===== src/core/gpib_tape_pkg.sv =====
package gpib_tape_pkg;
   // Bus byte groups seen on data bits 6:5 while ATN is asserted
   localparam logic [1:0] GRP_LISTEN = 2'h1;
   localparam logic [1:0] GRP_TALK = 2'h2;
   localparam logic [1:0] GRP_SECOND = 2'h3;
   localparam logic [4:0] ADDR_NONE = 5'h1f; // Unlisten / untalk address field

   // Secondary addresses, listen side
   localparam logic [4:0] SA_SETSTAT = 5'h00;
   localparam logic [4:0] SA_SAVE = 5'h01;
   localparam logic [4:0] SA_CLOSE = 5'h02;
   localparam logic [4:0] SA_KILL = 5'h07;
   localparam logic [4:0] SA_PRINT = 5'h0c;
   localparam logic [4:0] SA_WRITE = 5'h0f;
   localparam logic [4:0] SA_LISTEN = 5'h19;
   localparam logic [4:0] SA_FIND = 5'h1b;
   localparam logic [4:0] SA_MARK = 5'h1c;
   localparam logic [4:0] SA_SECRET = 5'h1d;
   // Secondary addresses, talk side
   localparam logic [4:0] SA_STATQ = 5'h00;
   localparam logic [4:0] SA_APPEND = 5'h04;
   localparam logic [4:0] SA_TYPEQ = 5'h06;
   localparam logic [4:0] SA_HEADER = 5'h09;
   localparam logic [4:0] SA_INPUT = 5'h0d;
   localparam logic [4:0] SA_READ = 5'h0e;
   localparam logic [4:0] SA_RDERRQ = 5'h18;
   localparam logic [4:0] SA_TALK = 5'h1a;
   localparam logic [4:0] SA_ERRQ = 5'h1e;

   // Characters
   localparam logic [7:0] CHAR_CR = 8'h0d;
   localparam logic [7:0] CHAR_COMMA = 8'h2c;
   localparam logic [7:0] CHAR_SEMI = 8'h3b;
   localparam logic [7:0] CHAR_ZERO = 8'h30;
   localparam logic [7:0] CHAR_NINE = 8'h39;
   localparam logic [7:0] ERR_INVALID = 8'h01; // Code reported for a refused command

   typedef enum logic [4:0] {
      OP_NONE = 5'h00, OP_CLOSE = 5'h01, OP_FIND = 5'h02, OP_KILL = 5'h03,
      OP_MARK = 5'h04, OP_SECRET = 5'h05, OP_SETSTAT = 5'h06, OP_SAVE = 5'h07,
      OP_PRINT = 5'h08, OP_WRITE = 5'h09, OP_LISTEN = 5'h0a, OP_APPEND = 5'h0b,
      OP_HEADER = 5'h0c, OP_INPUT = 5'h0d, OP_READ = 5'h0e, OP_TALK = 5'h0f,
      OP_ERRQ = 5'h10, OP_RDERRQ = 5'h11, OP_STATQ = 5'h12, OP_TYPEQ = 5'h13
   } op_e;

   // Command handed to the tape engine
   typedef struct packed {
      op_e op;
      logic [15:0] arg0;
      logic [15:0] arg1;
   } cmd_s;

   // Byte presented to the bus as talker
   typedef struct packed {
      logic [7:0] data;
      logic eoi;
   } talk_s;
endpackage : gpib_tape_pkg


===== src/core/gpib_tape_command_decoder.sv =====
`timescale 1ns/1ps
`default_nettype none
module gpib_tape_command_decoder
   import gpib_tape_pkg::*;
(
   input wire logic ref_clk, // 200 MHz clock
   input wire logic arst_n, // Asynchronous reset
   input wire logic byteValid, // One bus byte accepted this cycle
   input wire logic [7:0] byteData, // Bus data byte
   input wire logic atnIn, // ATN level
   input wire logic eoiIn, // EOI with the byte
   input wire logic [4:0] addrSwitch, // Address switches
   input wire logic altMode, // Alternate protocol selected
   input wire logic txAccept, // Bus took the talk byte
   input wire logic srcValid, // Engine stream byte present
   input wire logic [7:0] srcData, // Engine stream byte
   input wire logic srcLast, // Engine stream last byte
   input wire logic [3:0] errCode, // Engine error code
   input wire logic engErr, // Engine error event pulse
   input wire logic [7:0] rereadCount, // Engine re-read count
   input wire logic [2:0] typeDigit, // Next item kind
   output cmd_s cmd, // Command to engine
   output logic cmdValid, // Command strobe
   output logic wrValid, // Record byte strobe
   output logic [7:0] wrData, // Record byte
   output logic wrLast, // Record byte carried EOI in a write session
   output logic dataEnd, // Recording closed by unlisten
   output logic srcTake, // Engine byte consumed
   output talk_s tx, // Talk byte
   output logic txValid, // Talk byte valid
   output logic rereadClr, // Clear engine re-read count
   output logic errFlag, // Error condition pending
   output logic [3:0] statusBits, // Option status parameters
   output logic talkActive, // Addressed as talker
   output logic listenActive // Addressed as listener
);
   logic listenEn_r, talkEn_r, cmdListen_r, lastAddrd_r, lastTalk_r;
   logic started_r, letterSeen_r, recording_r, streaming_r, fldDig_r;
   op_e selOp_r, pendOp_r, letOp_r;
   logic [15:0] fld_r [0:3];
   logic [1:0] fldIdx_r;
   logic [7:0] qBuf_r [0:7];
   logic [3:0] qLen_r, qIdx_r;
   logic [4:0] dataPrimaryAddress, commandPrimaryAddress, addr;
   logic isListen, isTalk, isSecond, ourListen, ourTalk, dataByte;
   logic crSeen, digitSeen, sepSeen, argFinish, talkStart, listenStart;
   logic txFree, errSet, errClr;
   op_e argOp, secOp;
   logic [7:0] qImg [0:7];
   logic [3:0] qLen;
   logic [7:0] qVal;

   function automatic op_e sa_to_op(input logic [4:0] sa, input logic talk);
      op_e o;
      o = OP_NONE;
      if (talk) begin
         unique case (sa)
            SA_STATQ: o = OP_STATQ;
            SA_APPEND: o = OP_APPEND;
            SA_TYPEQ: o = OP_TYPEQ;
            SA_HEADER: o = OP_HEADER;
            SA_INPUT: o = OP_INPUT;
            SA_READ: o = OP_READ;
            SA_RDERRQ: o = OP_RDERRQ;
            SA_TALK: o = OP_TALK;
            SA_ERRQ: o = OP_ERRQ;
            default: o = OP_NONE;
         endcase
      end else begin
         unique case (sa)
            SA_SETSTAT: o = OP_SETSTAT;
            SA_SAVE: o = OP_SAVE;
            SA_CLOSE: o = OP_CLOSE;
            SA_KILL: o = OP_KILL;
            SA_PRINT: o = OP_PRINT;
            SA_WRITE: o = OP_WRITE;
            SA_LISTEN: o = OP_LISTEN;
            SA_FIND: o = OP_FIND;
            SA_MARK: o = OP_MARK;
            SA_SECRET: o = OP_SECRET;
            default: o = OP_NONE;
         endcase
      end
      return o;
   endfunction : sa_to_op

   function automatic op_e letter_to_op(input logic [7:0] c);
      op_e o;
      unique case (c)
         8'h43: o = OP_CLOSE;
         8'h45: o = OP_ERRQ;
         8'h46: o = OP_FIND;
         8'h48: o = OP_HEADER;
         8'h49: o = OP_INPUT;
         8'h4b: o = OP_KILL;
         8'h4c: o = OP_LISTEN;
         8'h4d: o = OP_MARK;
         8'h4f: o = OP_APPEND;
         8'h50: o = OP_PRINT;
         8'h51: o = OP_SETSTAT;
         8'h52: o = OP_READ;
         8'h53: o = OP_SAVE;
         8'h54: o = OP_TYPEQ;
         8'h57: o = OP_WRITE;
         8'h58: o = OP_SECRET;
         8'h59: o = OP_STATQ;
         8'h5a: o = OP_TALK;
         default: o = OP_NONE;
      endcase
      return o;
   endfunction : letter_to_op

   function automatic logic is_arg(input op_e o);
      return o inside {OP_CLOSE, OP_FIND, OP_KILL, OP_MARK, OP_SECRET, OP_SETSTAT};
   endfunction : is_arg

   function automatic logic is_rec(input op_e o);
      return o inside {OP_SAVE, OP_PRINT, OP_WRITE, OP_LISTEN};
   endfunction : is_rec

   function automatic logic is_query(input op_e o);
      return o inside {OP_ERRQ, OP_RDERRQ, OP_STATQ, OP_TYPEQ};
   endfunction : is_query

   // Address decode; alternate mode pairs an even data and odd command address
   assign dataPrimaryAddress = {addrSwitch[4:1], 1'b0};
   assign commandPrimaryAddress = {addrSwitch[4:1], 1'b1};
   assign addr = byteData[4:0];
   assign isListen = byteValid && atnIn && byteData[6:5] == GRP_LISTEN;
   assign isTalk = byteValid && atnIn && byteData[6:5] == GRP_TALK;
   assign isSecond = byteValid && atnIn && byteData[6:5] == GRP_SECOND;
   assign ourListen = addr != ADDR_NONE && (altMode ?
      (addr == dataPrimaryAddress || addr == commandPrimaryAddress) : addr == addrSwitch);
   assign ourTalk = ourListen;
   assign dataByte = byteValid && !atnIn && listenEn_r;
   assign crSeen = byteData == CHAR_CR;
   assign digitSeen = byteData >= CHAR_ZERO && byteData <= CHAR_NINE;
   assign sepSeen = byteData == CHAR_COMMA || byteData == CHAR_SEMI;
   // Secondary bytes only count straight after our own primary in the base protocol
   assign secOp = sa_to_op(addr, lastTalk_r);
   // Argument commands end on CR; the letter channel decides at the same point
   assign argOp = cmdListen_r ? letOp_r : selOp_r;
   assign argFinish = dataByte && crSeen && (cmdListen_r ? letterSeen_r : is_arg(selOp_r));
   assign talkStart = talkEn_r && !atnIn && !started_r;
   assign listenStart = listenEn_r && !atnIn && !started_r && !cmdListen_r;
   assign txFree = !txValid || txAccept;
   assign errSet = engErr || (isSecond && !altMode && lastAddrd_r && secOp == OP_NONE)
      || (dataByte && cmdListen_r && !letterSeen_r && letter_to_op(byteData) == OP_NONE);
   assign errClr = talkStart && selOp_r == OP_ERRQ; // Reading the code clears it

   // Query answer image, built from live values when the talk phase opens
   always_comb begin
      for (int i = 0; i < 8; i++) begin
         qImg[i] = CHAR_CR;
      end
      qVal = errCode != 4'h0 ? {4'h0, errCode} : (errFlag ? ERR_INVALID : 8'h00);
      if (selOp_r == OP_RDERRQ) begin
         qVal = rereadCount;
      end
      qLen = 4'h2;
      unique case (selOp_r)
         OP_STATQ: begin
            for (int i = 0; i < 4; i++) begin
               qImg[2 * i] = CHAR_ZERO | {7'h00, statusBits[i]};
               if (i < 3) begin
                  qImg[2 * i + 1] = CHAR_COMMA;
               end
            end
            qLen = 4'h8;
         end
         OP_TYPEQ: qImg[0] = CHAR_ZERO | {5'h00, typeDigit};
         default: begin
            if (qVal >= 8'd100) begin
               qImg[0] = CHAR_ZERO + 8'(qVal / 8'd100);
               qImg[1] = CHAR_ZERO + 8'((qVal / 8'd10) % 8'd10);
               qImg[2] = CHAR_ZERO + 8'(qVal % 8'd10);
               qLen = 4'h4;
            end else if (qVal >= 8'd10) begin
               qImg[0] = CHAR_ZERO + 8'(qVal / 8'd10);
               qImg[1] = CHAR_ZERO + 8'(qVal % 8'd10);
               qLen = 4'h3;
            end else begin
               qImg[0] = CHAR_ZERO + qVal;
            end
         end
      endcase
   end

   // Addressing state; unlisten and untalk end the session
   always_ff @(posedge ref_clk or negedge arst_n) begin
      if (!arst_n) begin
         listenEn_r <= 1'b0;
         talkEn_r <= 1'b0;
         cmdListen_r <= 1'b0;
         lastAddrd_r <= 1'b0;
         lastTalk_r <= 1'b0;
         selOp_r <= OP_NONE;
         started_r <= 1'b0;
      end else begin
         if (isListen && addr == ADDR_NONE) begin
            listenEn_r <= 1'b0;
         end else if (isListen && ourListen) begin
            listenEn_r <= 1'b1;
            cmdListen_r <= altMode && addr == commandPrimaryAddress;
            selOp_r <= altMode ? pendOp_r : OP_PRINT;
            started_r <= 1'b0;
         end
         if (isTalk && ourTalk) begin
            talkEn_r <= 1'b1;
            selOp_r <= altMode ? pendOp_r : OP_INPUT;
            started_r <= 1'b0;
         end else if (isTalk) begin
            talkEn_r <= 1'b0; // Untalk or another talker
         end
         if (byteValid && atnIn) begin
            lastAddrd_r <= (isListen || isTalk) && ourListen;
            lastTalk_r <= isTalk;
         end
         if (isSecond && lastAddrd_r && !altMode) begin
            selOp_r <= secOp;
         end
         if (talkStart || listenStart) begin
            started_r <= 1'b1;
         end
      end
   end

   // Letter channel and argument fields
   always_ff @(posedge ref_clk or negedge arst_n) begin
      if (!arst_n) begin
         letterSeen_r <= 1'b0;
         letOp_r <= OP_NONE;
         pendOp_r <= OP_NONE;
         fldIdx_r <= 2'h0;
         fldDig_r <= 1'b0;
         for (int i = 0; i < 4; i++) begin
            fld_r[i] <= 16'h0000;
         end
      end else begin
         if (isListen && ourListen) begin
            letterSeen_r <= 1'b0;
            fldIdx_r <= 2'h0;
            fldDig_r <= 1'b0;
            for (int i = 0; i < 4; i++) begin
               fld_r[i] <= 16'h0000;
            end
         end else if (dataByte && cmdListen_r && !letterSeen_r) begin
            letterSeen_r <= 1'b1;
            letOp_r <= letter_to_op(byteData);
         end else if (dataByte && !is_rec(selOp_r)) begin
            if (digitSeen) begin
               fld_r[fldIdx_r] <= 16'(fld_r[fldIdx_r] * 16'd10 + {8'h00, byteData - CHAR_ZERO});
               fldDig_r <= 1'b1;
            end else if (sepSeen && fldDig_r && fldIdx_r != 2'h3) begin
               fldIdx_r <= fldIdx_r + 2'h1; // Leading separators are skipped
               fldDig_r <= 1'b0;
            end
         end
         // Non-immediate letters wait for the next talk or data listen session
         if (argFinish && cmdListen_r && !is_arg(letOp_r)) begin
            pendOp_r <= letOp_r;
         end else if (talkStart || listenStart) begin
            pendOp_r <= OP_NONE;
         end
      end
   end

   // Commands to the engine and the status parameters
   always_ff @(posedge ref_clk or negedge arst_n) begin
      if (!arst_n) begin
         cmdValid <= 1'b0;
         cmd <= '0;
         statusBits <= 4'h0;
         rereadClr <= 1'b0;
      end else begin
         cmdValid <= 1'b0;
         rereadClr <= talkStart && selOp_r == OP_RDERRQ;
         if (argFinish && is_arg(argOp)) begin
            cmdValid <= 1'b1;
            cmd <= '{op: argOp, arg0: fld_r[0], arg1: fld_r[1]};
            if (argOp == OP_SETSTAT) begin
               for (int i = 0; i < 4; i++) begin
                  statusBits[i] <= fld_r[i] != 16'h0000;
               end
            end
         end else if ((listenStart && is_rec(selOp_r)) ||
               (talkStart && selOp_r != OP_NONE && !is_query(selOp_r))) begin
            cmdValid <= 1'b1;
            cmd <= '{op: selOp_r, arg0: 16'h0000, arg1: 16'h0000};
         end
      end
   end

   // Recorded bytes pass straight to the engine
   always_ff @(posedge ref_clk or negedge arst_n) begin
      if (!arst_n) begin
         recording_r <= 1'b0;
         wrValid <= 1'b0;
         wrData <= 8'h00;
         wrLast <= 1'b0;
         dataEnd <= 1'b0;
      end else begin
         wrValid <= dataByte && recording_r;
         wrData <= byteData;
         wrLast <= eoiIn && selOp_r == OP_WRITE;
         dataEnd <= isListen && addr == ADDR_NONE && recording_r;
         if (listenStart && is_rec(selOp_r)) begin
            recording_r <= 1'b1;
         end else if (isListen && (addr == ADDR_NONE || ourListen)) begin
            recording_r <= 1'b0;
         end
      end
   end

   // Talk path: query image or engine stream, one byte held at a time
   always_ff @(posedge ref_clk or negedge arst_n) begin
      if (!arst_n) begin
         streaming_r <= 1'b0;
         qIdx_r <= 4'h0;
         qLen_r <= 4'h0;
         txValid <= 1'b0;
         tx <= '0;
         srcTake <= 1'b0;
         for (int i = 0; i < 8; i++) begin
            qBuf_r[i] <= 8'h00;
         end
      end else begin
         srcTake <= 1'b0;
         if (txAccept) begin
            txValid <= 1'b0;
         end
         if (!talkEn_r) begin
            streaming_r <= 1'b0; // Untalk drops any held byte
            qIdx_r <= qLen_r;
            txValid <= 1'b0;
         end else if (talkStart && is_query(selOp_r)) begin
            qBuf_r <= qImg;
            qLen_r <= qLen;
            qIdx_r <= 4'h0;
         end else if (talkStart && selOp_r != OP_NONE) begin
            streaming_r <= 1'b1;
         end else if (txFree && qIdx_r != qLen_r) begin
            txValid <= 1'b1;
            tx <= '{data: qBuf_r[qIdx_r[2:0]], eoi: 1'b0};
            qIdx_r <= qIdx_r + 4'h1;
         end else if (txFree && streaming_r && srcValid && !srcTake) begin
            txValid <= 1'b1;
            tx <= '{data: srcData, eoi: srcLast && selOp_r == OP_TALK};
            srcTake <= 1'b1;
            streaming_r <= !srcLast;
         end
      end
   end

   // Error flag: a new error wins over the clear by the error query
   always_ff @(posedge ref_clk or negedge arst_n) begin
      if (!arst_n) begin
         errFlag <= 1'b0;
      end else if (errSet) begin
         errFlag <= 1'b1;
      end else if (errClr) begin
         errFlag <= 1'b0;
      end
   end

   // Addressed state shown to the bus interface
   always_ff @(posedge ref_clk or negedge arst_n) begin
      if (!arst_n) begin
         talkActive <= 1'b0;
         listenActive <= 1'b0;
      end else begin
         talkActive <= talkEn_r;
         listenActive <= listenEn_r;
      end
   end
endmodule : gpib_tape_command_decoder
`default_nettype wire


===== config.mk =====
export PLATFORM = sky130hd
export DESIGN_NAME = gpib_tape_command_decoder
export DESIGN_NICKNAME = d
export VERILOG_FILES = /design/src/core/gpib_tape_pkg.sv /design/src/core/gpib_tape_command_decoder.sv
export SDC_FILE = /design/constraint.sdc
export NUM_CORES = 1
export LEC_CHECK = 0
export BUFFER_PORTS_ARGS = -buffer_cell sky130_fd_sc_hd__buf_2
export CORE_ASPECT_RATIO = 0.6
export CORE_MARGIN = 8
export CORE_UTILIZATION = 24
export DETAILED_ROUTE_END_ITERATION = 7
export PLACE_DENSITY = 0.49
export SYNTH_ARGS = -nofsm -noshare
export SYNTH_HDL_FRONTEND = slang
export SYNTH_SLANG_ARGS = --single-unit

===== constraint.sdc =====
create_clock -name ref_clk -period 8.6 [get_ports ref_clk]
set_clock_uncertainty 0.1 [all_clocks]
set_input_delay 1.72 -clock ref_clk [delete_from_list [all_inputs] [get_ports ref_clk]]
set_output_delay 1.72 -clock ref_clk [all_outputs]
set_load 0.05 [all_outputs]

==> summary by stage <==
Timing
The final count of hold timing violations is 0. At the pin with the least slew margin, the transition time is 1.15 ns. The headroom to the max-slew limit is 22.9%. The sum of negative setup slack is 0 ns. Hold timing on the final database bottoms out at a slack of 0.374 ns. The shortest period the worst path allows is 7.50 ns.

Setup repair after global routing left no endpoint under its margin. The worst path meets setup with 1.10 ns of slack. The number of pins with negative max-slew slack in the final report was 0. The final-report setup violation count is 0. The fraction of the cycle the final worst path needs is 87.2%. The achievable clock frequency is 133 MHz.

Synth
The number of synthesis warnings is 0. Among all flip-flop cells after synthesis, the most frequent one is dfrtp_1. In this run the biggest area consumer among cell types represents 40.2% of the synthesized area.

Counting flops with a built-in enable in the synthesized netlist gives 0. The synthesized netlist contains 94 unique library cells. A synthesized cell averages 8.86 µm². Counting flops and latches in the post-synthesis netlist gives 196. The cell area after synthesis is 12200 µm².

The number of instances in the synthesized netlist is 1376. By area the synthesized netlist is led by dfrtp_1, o21ai_0, ha_1, nand2_1, nand3_1. The sequential cell area fraction in the yosys report is 40.2%. The cell accounting for the most synthesized area is dfrtp_1. Counting flops with an async set or reset pin after synthesis yields a share of 100%.

Routing
After detailed routing, the average wire length per cell comes to 18.8 µm. The first-pass detailed-route iteration total is 5. The detailed-route via count is 10700. The number of remaining DRC errors is 0.

The iteration-0 DRC count of the detailed router is 1013. The number of vias per cell after detailed routing is 5.00. The remaining number of nets flagged by the antenna check after routing is 0. After detailed routing, the total wire length is 40300 µm.

Placement
The post-placement cell count is 2112. Input and output buffers added on the ports amount to 113. In this run the cell area measured after placement is 13400 µm². The final weighted congestion of routability-driven global placement is 0.876. The worst setup timing slack at the placement stage is 0.792 ns. Once detailed placement completed, the half-perimeter wirelength came to 30500 µm.

Setup path
Data on the critical path arrives at its endpoint at 7.74 ns. Along the worst path, the maximum fanout reaches 18. The setup path with the least slack is of type input pin to register.

The worst setup path is launched from an input pin. The required time of the worst setup path is 8.85 ns. The endpoint kind of the worst setup timing path is a register.

Floorplanning
The x dimension of the die is 307 µm. The standard cell core area is 50600 µm². The boundary pin count is 114.

The height of the chip is 191 µm. The die covers 58500 µm². The number of rows in the core area is 64. Once the floorplan was initialized, standard cells occupied 24.1% of the core.

GRT
The initial antenna violation count was 3. For this run, the total global-route usage over all layers was measured as 13.7%. Entering global routing, the biggest net connects 77 pins. The total overflow left after global routing is 0. The first-pass GRT wire length is 63000 µm. The number of global-route vias before repair is 10200.

Clock network
The buffer levels on the longest clock path is 2. The number of buffers inserted by post-CTS setup repair is 0. The count of clock tree sinks is 196. Clock tree synthesis selected as its root buffer the cell clkbuf_16.

For the worst-skew pair, the clock arrives at the later sink with an insertion delay of 0.45 ns. Hold repair after CTS inserted 0 buffers. Clock-pin slew was measured on the worst setup and hold paths at 0.08 ns. TritonCTS built the clock tree. The number of levels in the clock H-tree is 4. The clock buffer count from CTS is 17.

The count of cells resized by post-cts repair is 0.

Pwr
Summed over all cells, the static leakage comes to 6.28 nW. The highest ir drop seen on vdd is 0.150 mV. The ratio of total power to cell area is 170 nW/µm².

Cells and area
The number of non-filler instances in the completed layout is 2146. The net count of the finished layout is 1544. The final design instance area without fill is 14000 µm². Relative to the synthesized area, the layout overhead comes to 14.9%. In the final layout, the share of cells above drive strength 1 is 14.3%.

Status
The run finished with clean final reports.

Run
Across the run, the number of max-cap violations was 0.

Worst hold path
The classification of the worst-slack hold path is register to register.
[worst max-delay path, stage by stage]
cell      delay, ns
buf_2          0.26
and3_1         0.27
ha_1           0.31
and2_1         0.21
o21ai_0        0.16
a31oi_1        0.15
o21ai_1        0.45
nand2_1        0.23
inv_2          0.24
xnor2_2        0.16
ha_1           0.23
o21ai_1        0.20
o32ai_1        0.16
nor3b_2        0.34
and3_1         0.22
and4b_1        0.24
nand2_1        0.12
a31oi_1        0.37
inv_1          0.13
ha_1           0.22
o21a_1         0.19
nand2b_1       0.13
a21o_1         0.18
ha_1           0.20
or3_1          0.37
a32oi_1        0.21
nand2_1        0.07
[synthesized netlist by cell type, drive strengths merged, types with 15 or more instances]
master and number:
a21oi 69, clkbuf 58, buf 26, dfrtp 196
nor4 23, xnor2 34, mux2i 27, nand2b 15
mux4 19, nor3 27, inv 48, nand3 95
ha 58, nand2 187, o21ai 179, nor2 91
[per-layer routing]
metal	up-vias	track usage (%)	share of wire (%)
met3	25	3.34	7.3
met4	0	2.54	1.1
li1	5060	-	-
met5	-	0	0
met1	5295	22.1	53
met2	349	17.7	38
[kinds of logic (layout without fill, tap and decap cells)]
| kind of cell | Yosys count | count (layout) | share of synthesized area, % |
|---|---|---|---|
| AOI/OAI and AO/OA | 376 | 376 | 19.0 |
| xor gates and xnor gates | 48 | 48 | 3.51 |
| adders and majority gates | 60 | 60 | 6.28 |
| buffers and inverters | 133 | 207 | 4.47 |
| DFF | 196 | 196 | 40.2 |
| muxes | 46 | 46 | 5.93 |
| other | 1 | 4 | 0.0307 |
| and+or+nand+nor | 516 | 516 | 20.5 |
[metrics by stage]
step,total power [W],utilization [%]
finish,0.00239,27.7
global route,0.00252,27.7
CTS,0.00242,27.7
detailed placement,0.00155,26.5
global placement,0.00155,26.5
floorplan,0.00139,-
[registers in the layout, summed over array words and instances (netlist names), 2 cells and up]
signal and count:
cmd 37, fldIdx_r 2, fld_r 64, letOp_r 5
pendOp_r 5, qBuf_r 29, qIdx_r 4, qLen_r 4
selOp_r 5, statusBits 4, tx 9, wrData 8
[area by class of cell]
| cell class | count | area (µm²) |
|---|---|---|
| Fill cell | 5532 | 36600 |
| Multi-Input combinational cell | 1048 | 6760 |
| Sequential cell | 196 | 4900 |
| Tap cell | 693 | 867 |
| Timing Repair Buffer | 126 | 672 |
| Clock buffer | 17 | 425 |
| Clock inverter | 15 | 195 |
| Inverter | 49 | 184 |
| Antenna cell | 2 | 5.00 |
[path summary, 6_finish.rpt]
path                       slack (ns)                       to  cells past startpoint                   start
setup / recovery                 1.10   qBuf_r[54]$_DFFE_PN0P_                     27          rereadCount[5]
hold / removal                   0.37   qBuf_r[60]$_DFFE_PN0P_                      1  qBuf_r[60]$_DFFE_PN0P_
setup reg to reg                 1.19   qBuf_r[54]$_DFFE_PN0P_                     30  selOp_r[2]$_DFFE_PN0P_
hold reg to reg                  0.37   qBuf_r[60]$_DFFE_PN0P_                      1  qBuf_r[60]$_DFFE_PN0P_
max in group asynchronous        5.77      wrData[1]$_DFF_PN0_                      2                  arst_n
min in group asynchronous        1.19  streaming_r$_DFFE_PN0P_                      1                  arst_n
[power by group]
group / total (W) / internal (W) / leakage (nW) / switching, W
logic: 0.000492 / 0.000159 / 3.30 / 0.000334
registers: 0.00104 / 0.000975 / 2.69 / 0.0000666
clock network: 0.000852 / 0.000443 / 0.285 / 0.000409
[cell usage in the layout (no fill, tap or decap), types with 10 or more instances in the layout]
master and instances:
nor2_1 87, mux4_2 19, nand3_1 94, buf_2 112, nand2_1 186, ha_1 58
clkbuf_16 17, nand2b_1 15, buf_4 13, mux2i_1 25, xnor2_1 33, xor2_1 14
dfrtp_1 196, nor3_1 26, a21oi_1 68, nor4_1 23, and3_1 10, inv_1 46
o21ai_0 171, a31oi_1 13, a21o_1 14
Note: power is estimated with default switching activity, not from simulation.
